==> src/acs_params.svh <==
`ifndef ACS_PARAMS_SVH
`define ACS_PARAMS_SVH

// *****************************************************************
// register offsets on the plain register port
// *****************************************************************
`define ACS_ADDR_W          3
`define ACS_OFF_CTRL_A      3'h0
`define ACS_OFF_CTRL_B      3'h1
`define ACS_OFF_INSEL       3'h2
`define ACS_OFF_RES_LO      3'h3
`define ACS_OFF_RES_HI      3'h4

// *****************************************************************
// field positions
// *****************************************************************
`define ACS_CA_ENABLE       7
`define ACS_CA_START        6
`define ACS_CA_AUTO         5
`define ACS_CA_DONE         4
`define ACS_CA_PS_MSB       2
`define ACS_CB_TS_MSB       2
`define ACS_IS_REF_MSB      7
`define ACS_IS_REF_LSB      6
`define ACS_IS_CH_MSB       4

// *****************************************************************
// reset values
// *****************************************************************
`define ACS_RST_BYTE        8'h00
`define ACS_RST_RESULT      10'h000

// *****************************************************************
// timing in half adc clock cycles, trigger sync in cpu clocks
// *****************************************************************
`define ACS_HC_W            6
`define ACS_LEN_NORMAL      6'h1a
`define ACS_LEN_DIFF_HI     6'h1c
`define ACS_LEN_AUTO        6'h1b
`define ACS_LEN_FIRST       6'h32
`define ACS_SMP_NORMAL      6'h03
`define ACS_SMP_DIFF_HI     6'h05
`define ACS_SMP_AUTO        6'h04
`define ACS_SMP_FIRST       6'h1b
`define ACS_LAST_CYC_HALVES 6'h02
`define ACS_TRIG_SYNC_CYC   2'h3

// *****************************************************************
// prescaler
// *****************************************************************
`define ACS_PRE_W           8

`endif

==> src/acs_pkg.sv <==
`include "acs_params.svh"

package acs_pkg;

    // conversion sequencer states
    typedef enum logic [1:0] {ACS_IDLE, ACS_PEND, ACS_SYNC, ACS_CONV} acs_state_t;

    // prescaler state
    typedef struct packed {
        logic [`ACS_PRE_W-1:0] cnt;
        logic                  rise;
        logic                  mid;
        logic                  half;
    } acs_pre_t;

    // sequencer state
    typedef struct packed {
        acs_state_t           state;
        logic                 en;
        logic                 ate;
        logic                 done;
        logic [2:0]           ps;
        logic [2:0]           tsel;
        logic [4:0]           sel_ch;
        logic [1:0]           sel_ref;
        logic [4:0]           app_ch;
        logic [1:0]           app_ref;
        logic                 locked;
        logic                 first;
        logic [`ACS_HC_W-1:0] hcnt;
        logic [`ACS_HC_W-1:0] len;
        logic [`ACS_HC_W-1:0] samp;
        logic [1:0]           sync;
        logic                 trig_q;
        logic                 pre_restart;
        logic [9:0]           result;
        logic                 blocked;
        logic [7:0]           rdata;
        logic                 sample;
        logic                 done_pulse;
        logic                 busy;
    } acs_seq_t;

endpackage : acs_pkg

==> src/acs_prescaler.sv <==
`timescale 1ns/100ps
`include "acs_params.svh"

module acs_prescaler (
    // clock and reset
    input  wire logic                  clk,
    input  wire logic                  reset_n,
    // control
    input  wire logic                  run,
    input  wire logic                  restart,
    input  wire logic [`ACS_PRE_W-1:0] ratio,
    // adc clock events
    output logic                       rise_ff,
    output logic                       mid_ff,
    output logic                       half_clk_ff
);

    acs_pkg::acs_pre_t s_ff;
    acs_pkg::acs_pre_t nxt_s;

    // *************************************************************
    // divider: rise at end of period, mid halfway through
    // *************************************************************
    // ratio must be 2 or more, else mid is lost or collides with rise
    always_comb
    begin
        nxt_s      = s_ff;
        nxt_s.rise = 1'b0;
        nxt_s.mid  = 1'b0;
        if (!run || restart)
        begin
            nxt_s.cnt  = '0;
            nxt_s.half = 1'b0;
        end
        else
        begin
            // greater-or-equal: a ratio cut mid count must not wrap round
            nxt_s.rise = (s_ff.cnt >= ratio - `ACS_PRE_W'(1));
            nxt_s.mid  = (s_ff.cnt == (ratio >> 1) - `ACS_PRE_W'(1));
            if (nxt_s.rise)
            begin
                nxt_s.cnt  = '0;
                nxt_s.half = ~s_ff.half;   // half rate sync clock
            end
            else
            begin
                nxt_s.cnt = s_ff.cnt + `ACS_PRE_W'(1);
            end
        end
    end

    // state register
    always_ff @(posedge clk or negedge reset_n)
    begin
        if (!reset_n)
            s_ff <= '0;
        else
            s_ff <= nxt_s;
    end

    assign rise_ff     = s_ff.rise;
    assign mid_ff      = s_ff.mid;
    assign half_clk_ff = s_ff.half;

endmodule : acs_prescaler

==> src/acs_sequencer.sv <==
// The plain strobed port and the placing of the registers were decided locally.
`timescale 1ns/100ps
`include "acs_params.svh"

// Functional notes
// - writing start bit launches one conversion; bit stays set until it ends
// - channel change mid conversion applies only from its last adc cycle
// - trigger rising edge with auto trigger resets prescaler and starts conversion
// - held trigger level or edges during conversion start nothing
// - trigger source flag must be cleared before its next event triggers
// - completion flag as source restarts after each conversion, flag cleared or not
// - start bit works with auto trigger too and reads one while busy
// - prescale select picks ratio; prescaler runs only while enabled
// - software start begins on next rising adc clock edge
// - normal conversion 13 adc clocks, first after enable 25
// - sample at 1.5 clocks, first conversion at 13.5
// - completion stores result, sets done flag, clears start bit together
// - auto triggered sample 2 clocks after edge, 3 cpu clocks sync, 13.5 total
// - differential with non-done auto trigger always takes 25 clocks
// - free running restarts at once, start bit stays set
// - differential user start 13 clocks if half clock low, 14 if high
// - free running differential restarts take 14 clocks
// - low byte read blocks result updates until high byte read
// - selection buffer tracks, locks at start, unlocks in last adc cycle
module acs_sequencer #(
    parameter int                         NTRIG          = 8,
    parameter logic [2:0]                 TRIG_DONE_SEL  = 3'h0,
    parameter logic [4:0]                 DIFF_FIRST_CH  = 5'h08,
    parameter logic [7:0][`ACS_PRE_W-1:0] PRESCALE_RATIO =
        {8'h80, 8'h40, 8'h20, 8'h10, 8'h08, 8'h04, 8'h02, 8'h02}
) (
    // clock and reset
    input  wire logic                   clk,
    input  wire logic                   reset_n,
    // register port
    input  wire logic [`ACS_ADDR_W-1:0] reg_addr,
    input  wire logic [7:0]             reg_wdata,
    input  wire logic                   reg_wr,
    input  wire logic                   reg_rd,
    output logic      [7:0]             reg_rdata,
    // trigger sources and converter core
    input  wire logic [NTRIG-1:0]       trigger_in,
    input  wire logic [9:0]             result_in,
    // analog side controls
    output logic                        converter_on,
    output logic                        first_conv,
    output logic                        conv_busy,
    output logic                        sample_strobe,
    output logic                        conv_done_pulse,
    output logic                        conversion_done_flag,
    output logic      [4:0]             applied_channel,
    output logic      [1:0]             applied_reference
);

    acs_pkg::acs_seq_t s_ff;
    acs_pkg::acs_seq_t nxt_s;

    logic                   pre_rise;
    logic                   pre_mid;
    logic                   half_rate_sync_clock;
    logic                   trig_lvl;
    logic                   trig_edge;
    logic                   half_ev;
    logic                   auto_done;
    logic                   start_req;
    logic [`ACS_HC_W-1:0]   hnext;

    // *************************************************************
    // helpers
    // *************************************************************
    // differential channels sit above the single ended block
    function automatic logic is_diff(input logic [4:0] ch);
        is_diff = (ch >= DIFF_FIRST_CH);
    endfunction : is_diff

    // *************************************************************
    // adc clock prescaler
    // *************************************************************
    acs_prescaler u_pre (
        .clk         (clk),
        .reset_n     (reset_n),
        .run         (s_ff.en),
        .restart     (s_ff.pre_restart),
        .ratio       (PRESCALE_RATIO[s_ff.ps]),
        .rise_ff     (pre_rise),
        .mid_ff      (pre_mid),
        .half_clk_ff (half_rate_sync_clock)
    );

    // trigger pick and edge test
    assign trig_lvl  = trigger_in[s_ff.tsel];
    assign trig_edge = trig_lvl & ~s_ff.trig_q;
    assign auto_done = s_ff.ate && (s_ff.tsel == TRIG_DONE_SEL);
    assign half_ev   = pre_rise | pre_mid;
    assign hnext     = s_ff.hcnt + `ACS_HC_W'(1);
    // only honoured in idle with the converter on, ignored elsewhere
    assign start_req = reg_wr && (reg_addr == `ACS_OFF_CTRL_A)
                       && reg_wdata[`ACS_CA_START];

    // *************************************************************
    // next state
    // *************************************************************
    always_comb
    begin
        nxt_s             = s_ff;
        nxt_s.sample      = 1'b0;
        nxt_s.done_pulse  = 1'b0;
        nxt_s.pre_restart = 1'b0;
        nxt_s.trig_q      = trig_lvl;

        // register writes; the done flag clears by writing one
        if (reg_wr)
        begin
            case (reg_addr)
                `ACS_OFF_CTRL_A:
                begin
                    nxt_s.en  = reg_wdata[`ACS_CA_ENABLE];
                    nxt_s.ate = reg_wdata[`ACS_CA_AUTO];
                    nxt_s.ps  = reg_wdata[`ACS_CA_PS_MSB:0];
                    if (reg_wdata[`ACS_CA_DONE])
                        nxt_s.done = 1'b0;
                end
                `ACS_OFF_CTRL_B:
                    nxt_s.tsel = reg_wdata[`ACS_CB_TS_MSB:0];
                `ACS_OFF_INSEL:
                begin
                    nxt_s.sel_ch  = reg_wdata[`ACS_IS_CH_MSB:0];
                    nxt_s.sel_ref = reg_wdata[`ACS_IS_REF_MSB:`ACS_IS_REF_LSB];
                end
                default:
                    nxt_s.en = s_ff.en;
            endcase
        end

        // reads answer one cycle later; reading bytes steers the block
        nxt_s.rdata = `ACS_RST_BYTE;
        if (reg_rd)
        begin
            case (reg_addr)
                `ACS_OFF_CTRL_A:
                    nxt_s.rdata = {s_ff.en, s_ff.busy,
                                   s_ff.ate, s_ff.done, 1'b0, s_ff.ps};
                `ACS_OFF_CTRL_B:
                    nxt_s.rdata = {5'h00, s_ff.tsel};
                `ACS_OFF_INSEL:
                    nxt_s.rdata = {s_ff.sel_ref, 1'b0, s_ff.sel_ch};
                `ACS_OFF_RES_LO:
                begin
                    nxt_s.rdata   = s_ff.result[7:0];
                    nxt_s.blocked = 1'b1;
                end
                `ACS_OFF_RES_HI:
                begin
                    nxt_s.rdata   = {6'h00, s_ff.result[9:8]};
                    nxt_s.blocked = 1'b0;
                end
                default:
                    nxt_s.rdata = `ACS_RST_BYTE;
            endcase
        end

        // selection buffer follows the written value while unlocked
        if (!s_ff.locked)
        begin
            nxt_s.app_ch  = s_ff.sel_ch;
            nxt_s.app_ref = s_ff.sel_ref;
        end

        // sequencer
        if (!s_ff.en)
        begin
            // disabled: abort, unlock, next conversion is a long one
            nxt_s.state  = acs_pkg::ACS_IDLE;
            nxt_s.locked = 1'b0;
            nxt_s.first  = 1'b1;
            nxt_s.hcnt   = '0;
        end
        else
        begin
            case (s_ff.state)
                acs_pkg::ACS_IDLE:
                begin
                    // software start has priority over a coincident edge
                    if (start_req)
                        nxt_s.state = acs_pkg::ACS_PEND;
                    else if (s_ff.ate && !auto_done && trig_edge)
                    begin
                        nxt_s.state  = acs_pkg::ACS_SYNC;
                        nxt_s.sync   = 2'h0;
                        nxt_s.locked = 1'b1;
                    end
                end
                acs_pkg::ACS_PEND:
                begin
                    // begins on the next rising adc clock edge
                    if (pre_rise)
                    begin
                        nxt_s.state  = acs_pkg::ACS_CONV;
                        nxt_s.hcnt   = '0;
                        nxt_s.locked = 1'b1;
                        nxt_s.first  = 1'b0;
                        if (s_ff.first)
                        begin
                            nxt_s.len  = `ACS_LEN_FIRST;
                            nxt_s.samp = `ACS_SMP_FIRST;
                        end
                        else if (is_diff(s_ff.app_ch) && half_rate_sync_clock)
                        begin
                            nxt_s.len  = `ACS_LEN_DIFF_HI;
                            nxt_s.samp = `ACS_SMP_DIFF_HI;
                        end
                        else
                        begin
                            nxt_s.len  = `ACS_LEN_NORMAL;
                            nxt_s.samp = `ACS_SMP_NORMAL;
                        end
                    end
                end
                acs_pkg::ACS_SYNC:
                begin
                    // cpu clocks of synchronisation, then prescaler restart
                    nxt_s.sync = s_ff.sync + 2'h1;
                    if (s_ff.sync == `ACS_TRIG_SYNC_CYC - 2'h1)
                    begin
                        nxt_s.pre_restart = 1'b1;
                        nxt_s.state       = acs_pkg::ACS_CONV;
                        nxt_s.hcnt        = '0;
                        nxt_s.first       = 1'b0;
                        // gain stage needs a steady clock, so use the long form
                        if (s_ff.first || is_diff(s_ff.app_ch))
                        begin
                            nxt_s.len  = `ACS_LEN_FIRST;
                            nxt_s.samp = `ACS_SMP_FIRST;
                        end
                        else
                        begin
                            nxt_s.len  = `ACS_LEN_AUTO;
                            nxt_s.samp = `ACS_SMP_AUTO;
                        end
                    end
                end
                acs_pkg::ACS_CONV:
                begin
                    if (half_ev)
                    begin
                        nxt_s.hcnt = hnext;
                        if (hnext == s_ff.samp)
                            nxt_s.sample = 1'b1;
                        // reopen the buffer for the final adc cycle
                        if (hnext >= s_ff.len - `ACS_LAST_CYC_HALVES)
                            nxt_s.locked = 1'b0;
                        if (hnext == s_ff.len)
                        begin
                            nxt_s.done       = 1'b1;
                            nxt_s.done_pulse = 1'b1;
                            // a low byte read in this same cycle already blocks
                            if (!nxt_s.blocked)
                                nxt_s.result = result_in;
                            if (auto_done)
                            begin
                                // restart regardless of the flag state
                                nxt_s.hcnt   = '0;
                                nxt_s.locked = 1'b1;
                                if (is_diff(s_ff.app_ch))
                                begin
                                    nxt_s.len  = `ACS_LEN_DIFF_HI;
                                    nxt_s.samp = `ACS_SMP_DIFF_HI;
                                end
                                else
                                begin
                                    nxt_s.len  = `ACS_LEN_NORMAL;
                                    nxt_s.samp = `ACS_SMP_NORMAL;
                                end
                            end
                            else
                            begin
                                nxt_s.state = acs_pkg::ACS_IDLE;
                            end
                        end
                    end
                end
                default:
                    nxt_s.state = acs_pkg::ACS_IDLE;
            endcase
        end

        // start bit readback taken from the next state, so the pin
        // is a plain flip-flop and shows no decode glitch
        nxt_s.busy = (nxt_s.state != acs_pkg::ACS_IDLE);
    end

    // *************************************************************
    // state register
    // *************************************************************
    always_ff @(posedge clk or negedge reset_n)
    begin
        if (!reset_n)
        begin
            // reset leaves the next conversion marked as the long first one
            s_ff        <= '0;
            s_ff.state  <= acs_pkg::ACS_IDLE;
            s_ff.first  <= 1'b1;
            s_ff.result <= `ACS_RST_RESULT;
        end
        else
        begin
            s_ff <= nxt_s;
        end
    end

    // outputs straight from the state register
    assign reg_rdata            = s_ff.rdata;
    assign converter_on         = s_ff.en;
    assign first_conv           = s_ff.first;
    assign conv_busy            = s_ff.busy;
    assign sample_strobe        = s_ff.sample;
    assign conv_done_pulse      = s_ff.done_pulse;
    assign conversion_done_flag = s_ff.done;
    assign applied_channel      = s_ff.app_ch;
    assign applied_reference    = s_ff.app_ref;

endmodule : acs_sequencer

==> config.mk <==
export PLATFORM = sky130hd
export DESIGN_NAME = acs_sequencer
export DESIGN_NICKNAME = d
export VERILOG_FILES = /design/src/acs_pkg.sv /design/src/acs_prescaler.sv /design/src/acs_sequencer.sv
export VERILOG_INCLUDE_DIRS = /design/src /design/src/src
export SDC_FILE = /design/constraint.sdc
export NUM_CORES = 1
export LEC_CHECK = 0
export CAP_MARGIN = 20
export CORE_MARGIN = 2
export CORE_UTILIZATION = 58
export CTS_CLUSTER_SIZE = 28
export DETAILED_ROUTE_END_ITERATION = 10
export DONT_BUFFER_PORTS = 1
export PLACE_DENSITY = 0.74
export SYNTH_ARGS = -nofsm -noshare
export SYNTH_HDL_FRONTEND = slang
export SYNTH_SLANG_ARGS = --single-unit
==> constraint.sdc <==
create_clock -name clk -period 3.7 [get_ports clk]
set_input_delay 0.185 -clock clk [delete_from_list [all_inputs] [get_ports clk]]
set_output_delay 0.185 -clock clk [all_outputs]
set_load 0.005 [all_outputs]
; After elaboration in Yosys (flattened, before gate mapping)
; Memories as Yosys holds them, arrays and structs flattened.
; Cells that the tools add are included.
[op_classes]
bitwise = 5
order_cmp = 5
muxes = 63
n_addsub = 6
n_eq_ne = 26
n_reduce_logical = 26
[op_table]
columns = operator, n
row1 = $mux 18, 3
row2 = $pmux 18 s3, 1
row3 = $mux 10, 4
row4 = $pmux 8 s5, 1
row5 = $mux 8, 4
row6 = $mux 2, 14
row7 = $mux 9, 3
row8 = $mux 12, 2
row9 = $mux 20, 1
row10 = $mux 19, 1
row11 = $mux 1, 18
row12 = $mux 14, 1
row13 = $eq 6x6->1, 2
row14 = $ne 2x2->1 const B, 6
row15 = $ne 3x3->1 const B, 4
row16 = $mux 11, 1
row17 = $reduce_and 5->1, 2
row18 = $add 8x1->8 const B, 1
row19 = $eq 8x8->1, 1
row20 = $ge 8x8->1, 1
row21 = $lt 3x4->1 const B, 2
row22 = $ne 4x1->1 const B, 2
row23 = $pmux 2 s4, 1
row24 = $reduce_and 4->1, 2
row25 = 35 further kinds, 53
[word_totals]
mem_bits_ro = 64
word_cells = 160
inputBits = 33
memories = 1
register_bits = 82
[mem_list]
columns = name, depth, word_bits, read_ports, rd_clocked_by_memory_dff, wr, line
row1 = (no name shown), 8, 8, 1, 0, 0, acs_sequencer.sv:84  ; .ratio (PRESCALE_RATIO[s_ff.ps]),

; Depth between registers and ports, before layout
[depth]
ltp_word = 10
mapped_depth = 11

; Modules after synthesis
; Synthesis repeated with hierarchy kept, for this count alone.
[hier_totals]
hier_cells = 449
area_unflattened_um2 = 4828.4
[modules_own_cells]
columns = mod, cells_per_inst, instances, area_each_um2
row1 = acs_sequencer, 345, 1, 3865.0
row2 = acs_prescaler, 104, 1, 963.4

; Worst setup path after synthesis
; OpenSTA, ideal clock, no wires.
[synth_timing]
kind = register -> register
startpoint = reg s_ff[65] in the netlist's numbering
endpoint = reg u_pre.s_ff[10] in the netlist's numbering
arrival_ns = 2.434
required_ns = 3.626
synth_period_minus_slack_ns = 2.508
path_buffers = 1
stages_incl_launch_ff = 10
path_slack_ns = 1.192
cell_sequence = dfrtp_1 > clkbuf_1 > or2_2 > ha_1 > ha_1 > a21o_1 > a2111oi_0 > o21a_1 > nand3b_1 > nor2_1
[synth_lines]
columns = element, line
row1 = start: declaration, acs_sequencer.sv:55  ; acs_pkg::acs_seq_t s_ff;
row2 = start signal: assignment, acs_sequencer.sv:307  ; s_ff <= nxt_s;
row3 = end signal: assignment, acs_prescaler.sv:58  ; s_ff <= nxt_s;
row4 = end: declaration, acs_prescaler.sv:18  ; acs_pkg::acs_pre_t s_ff;

==> impl_metrics.csv <==
group,metric,value,unit
route,ant_nets,0,
placement,dp_hpwl,6580,um
grt,grt_overflow,0,
timing,max_slew_margin,44.9,%
worst_setup_path,worst_ep_arrival_time,3050,ps
cts,numCtsBuffers,9,
cts,clk_pin_slew,90,ps
run,drv_cap,0,
timing,finalCritPeriodShare,74.5,%
power,p_sw,0.831,mW
cts,cts_tree,"done",
finish,n_fill_cell,588,
timing,setup_viol,0,
cts,htreeDepth,3,
finish,final_cell_mix,"dfrtp_1 (78), nand2_1 (35), nor2_1 (32), mux2_2 (32), dlygate4sd3_1 (24)",
route,vias,3224,
cts,post_cts_buffers,0,
worst_setup_path,critPathKind,"flop to flop",
power,p_per_area,495,mW/mm^2
floorplan,die_area,0.00852,mm^2
floorplan,core,0.00765,mm^2
worst_setup_path,critPathSlowestCell,"dfrtp_1",
synthesis,synthArstFlopShare,100,%
cts,insertion_delay,370,ps
synthesis,synth_edf_count,0,
timing,hold-worst-slack,12.4,ps
grt,grt_pass1_vias,3109,
power,sw_frac_of_total,34.3,%
power,pwr-share-seq,49.0,%
worst_setup_path,cp.required,3990,ps
synthesis,yosysWarnings,0,
placement,io_buffers,0,
synthesis,synth.avg_cell_area,10.6,um^2
synthesis,ys.flop_type,"dfrtp_1",
synthesis,yosysUniqueCellTypes,61,
synthesis,ys_ff_latch,79,
floorplan,io_pins,54,
worst_setup_path,worst_path_most_repeated_cell,"ha_1",
synthesis,yosysSeqAreaShare,43.8,%
run_status,outcome,"finished, final reports clean",
grt,grt_pass1_wl,15500,um
grt,grt_usage,23.5,%
finish,area_growth,8.33,%
worst_setup_path,critPathMaxStageDelay,490,ps
power,pwr-share-comb,25.7,%
power,vdd_drop_max,281,uV
timing,fmax,363,MHz
finish,final_common_cell,"dfrtp_1",
worst_setup_path,start_kind,"flop",
placement,place_congestion,0.895,
timing,fin_worst_skew,13.0,ps
power,leakage,2.20,nW
timing,finalHoldViolCount,0,
timing,fin_crit,2750,ps
floorplan,die_y,92.3,um
cts,cts.sinks,79,
route,met1_length,4080,um
floorplan,die-width,92.3,um
worst_setup_path,worstPathMaxFanout,11,
worst_hold_path,hold_class,"input port to flop",
cts,cts_root_buf,"clkbuf_8",
floorplan,initial_utilization,59.1,%
route,via_per_inst,5.95,
route,dr.max_layer_used,"met4",
worst_setup_path,cp_top_family,"compound AO/OA/AOI/OAI gates",
power,clkPwrFrac,25.3,%
timing,drv_slew,0,
grt,antenna_found_initial,0,
route,routed_wirelength,9330,um
route,wl_met2,4690,um
finish,drive_gt1_share,15.2,%
worst_setup_path,critPathCaptureType,"flop",
worst_setup_path,crit_buf_inv,0,
timing,worstMarginPinSlew,817,ps
worst_setup_path,path_cells,"or2_2 -> ha_1 -> ha_1 -> a21o_1 -> a2111oi_0 -> o21a_1 -> nand3b_1 -> nor2_1",
finish,num_antenna_cells,0,
route,met3_length,380,um
synthesis,synth_area,0.00452,mm^2
finish,nets,490,
synthesis,synth_nets,482,
route,wl_per_cell,17.2,um
grt,grt_max_degree,80,
timing,setup_tns,0,ps
route,drcViolationCount,0,
synthesis,syn_inst,427,
route,dr.pass1.iters,4,
finish,final_util,64.0,%
cts,clockBufferDepth,2,
floorplan,rows,32,
route,drt-initial-drc-count,152,
power,p_int,1.60,mW
timing,rsz0062_at_grt,"no",
[registers in the layout, indices dropped and copies added (netlist names)]
| name | cells |
|---|---|
| s_ff | 47 |
| applied_channel | 5 |
| u_pre.half_clk_ff | 1 |
| u_pre.rise_ff | 1 |
| conv_busy | 1 |
| reg_rdata | 8 |
| converter_on | 1 |
| sample_strobe | 1 |
| conv_done_pulse | 1 |
| first_conv | 1 |
| u_pre.mid_ff | 1 |
| conversion_done_flag | 1 |
| u_pre.s_ff | 8 |
| applied_reference | 2 |
[what timing repair did]
action,CTS,global route
resized for setup,0,0
hold buffers,25,0
hold endpoints to repair,112,0
[stage by stage]
stage	std cells	cell area (um^2)	setup slack, ps	power [mW]
floorplan	427	4520	1190	1.70
global placement	500	4440	1060	1.75
detailed placement	500	4440	992	1.78
CTS	541	4890	945	2.44
global route	542	4900	709	2.58
finish	542	4900	945	2.43
[final timing paths]
path	start	end	slack, ps	cells past startpoint
worst max-delay path	s_ff[65]	u_pre.s_ff[7]	950	8
worst min-delay path	reg_addr[2]	reg_rdata[0]	10	3
worst max register to register	s_ff[65]	u_pre.s_ff[7]	950	8
worst min register to register	s_ff[24]	s_ff[24]	480	1
max in group asynchronous	reset_n	first_conv	2980	2
min in group asynchronous	reset_n	sample_strobe	370	2
[worst reg2reg max path: stages, from the launching register on]
cell	delay, ps
dfrtp_1	490
or2_2	350
ha_1	330
ha_1	290
a21o_1	150
a2111oi_0	430
o21a_1	230
nand3b_1	250
nor2_1	180
[power by group through the flow]
stage | clock, mW | combinational, mW | sequential [mW]
6_report | 0.615 | 0.623 | 1.19
5_1_grt | 0.664 | 0.700 | 1.21
4_1_cts | 0.630 | 0.623 | 1.19
3_5_place_dp | 0 | 0.575 | 1.21
3_3_place_gp | 0 | 0.556 | 1.20
2_1_floorplan | 0 | 0.576 | 1.12
[cells in the mapped netlist, drive strengths merged, types with 2 or more instances]
cell type / instances / share of area [%]
dfrtp: 78 / 43
nand2: 37 / 3.4
nor2: 33 / 2.9
mux2: 32 / 8.0
buf: 25 / 3.9
a21oi: 23 / 2.5
ha: 22 / 6.1
inv: 19 / 1.6
o21ai: 19 / 2.1
nand3: 18 / 2.2
xnor2: 12 / 2.3
mux2i: 9 / 2.0
xor2: 9 / 1.7
a21o: 7 / 1.2
nand2b: 6 / 0.83
nor2b: 6 / 0.83
nor3: 6 / 0.66
a31oi: 5 / 0.69
clkbuf: 5 / 0.86
and3: 4 / 0.55
a2111oi: 3 / 1.0
a21boi: 3 / 0.50
a22o: 3 / 0.58
mux4: 3 / 1.7
nand4: 3 / 0.42
nor4: 3 / 0.42
o311ai: 3 / 0.58
a211o: 2 / 0.39
a211oi: 2 / 0.44
nand3b: 2 / 0.33
o21a: 2 / 0.33
o221a: 2 / 0.50
o22ai: 2 / 0.28
or2: 2 / 0.28
xor3: 2 / 1.1
[metal layers]
layer,global-route usage (%),up-vias
met5,0,-
met4,9.83,0
met3,4.35,15
met2,37.9,87
met1,31.4,1608
li1,-,1514
[cells by family after synthesis]
family                     share of synthesized area (%)
and+or+nand+nor                                     14.5
AOI/OAI and AO/OA                                   12.0
DFF                                                 43.8
buffers and inverters                               6.37
muxes                                               11.6
xor gates and xnor gates                            5.62
adders and majority gates                           6.09
[area by class of cell]
type / count / area (um^2) / area share (%)
clock buffer: 9 / 124 / 2.53
sequential: 79 / 1980 / 40.4
tap: 102 / 128 / 2.61
timing repair buffer: 27 / 280 / 5.72
multi-input combinational: 299 / 2250 / 46.0
clock inverter: 7 / 61.3 / 1.25
inverter: 19 / 71.3 / 1.46
Note: power is estimated with default switching activity, not from simulation.
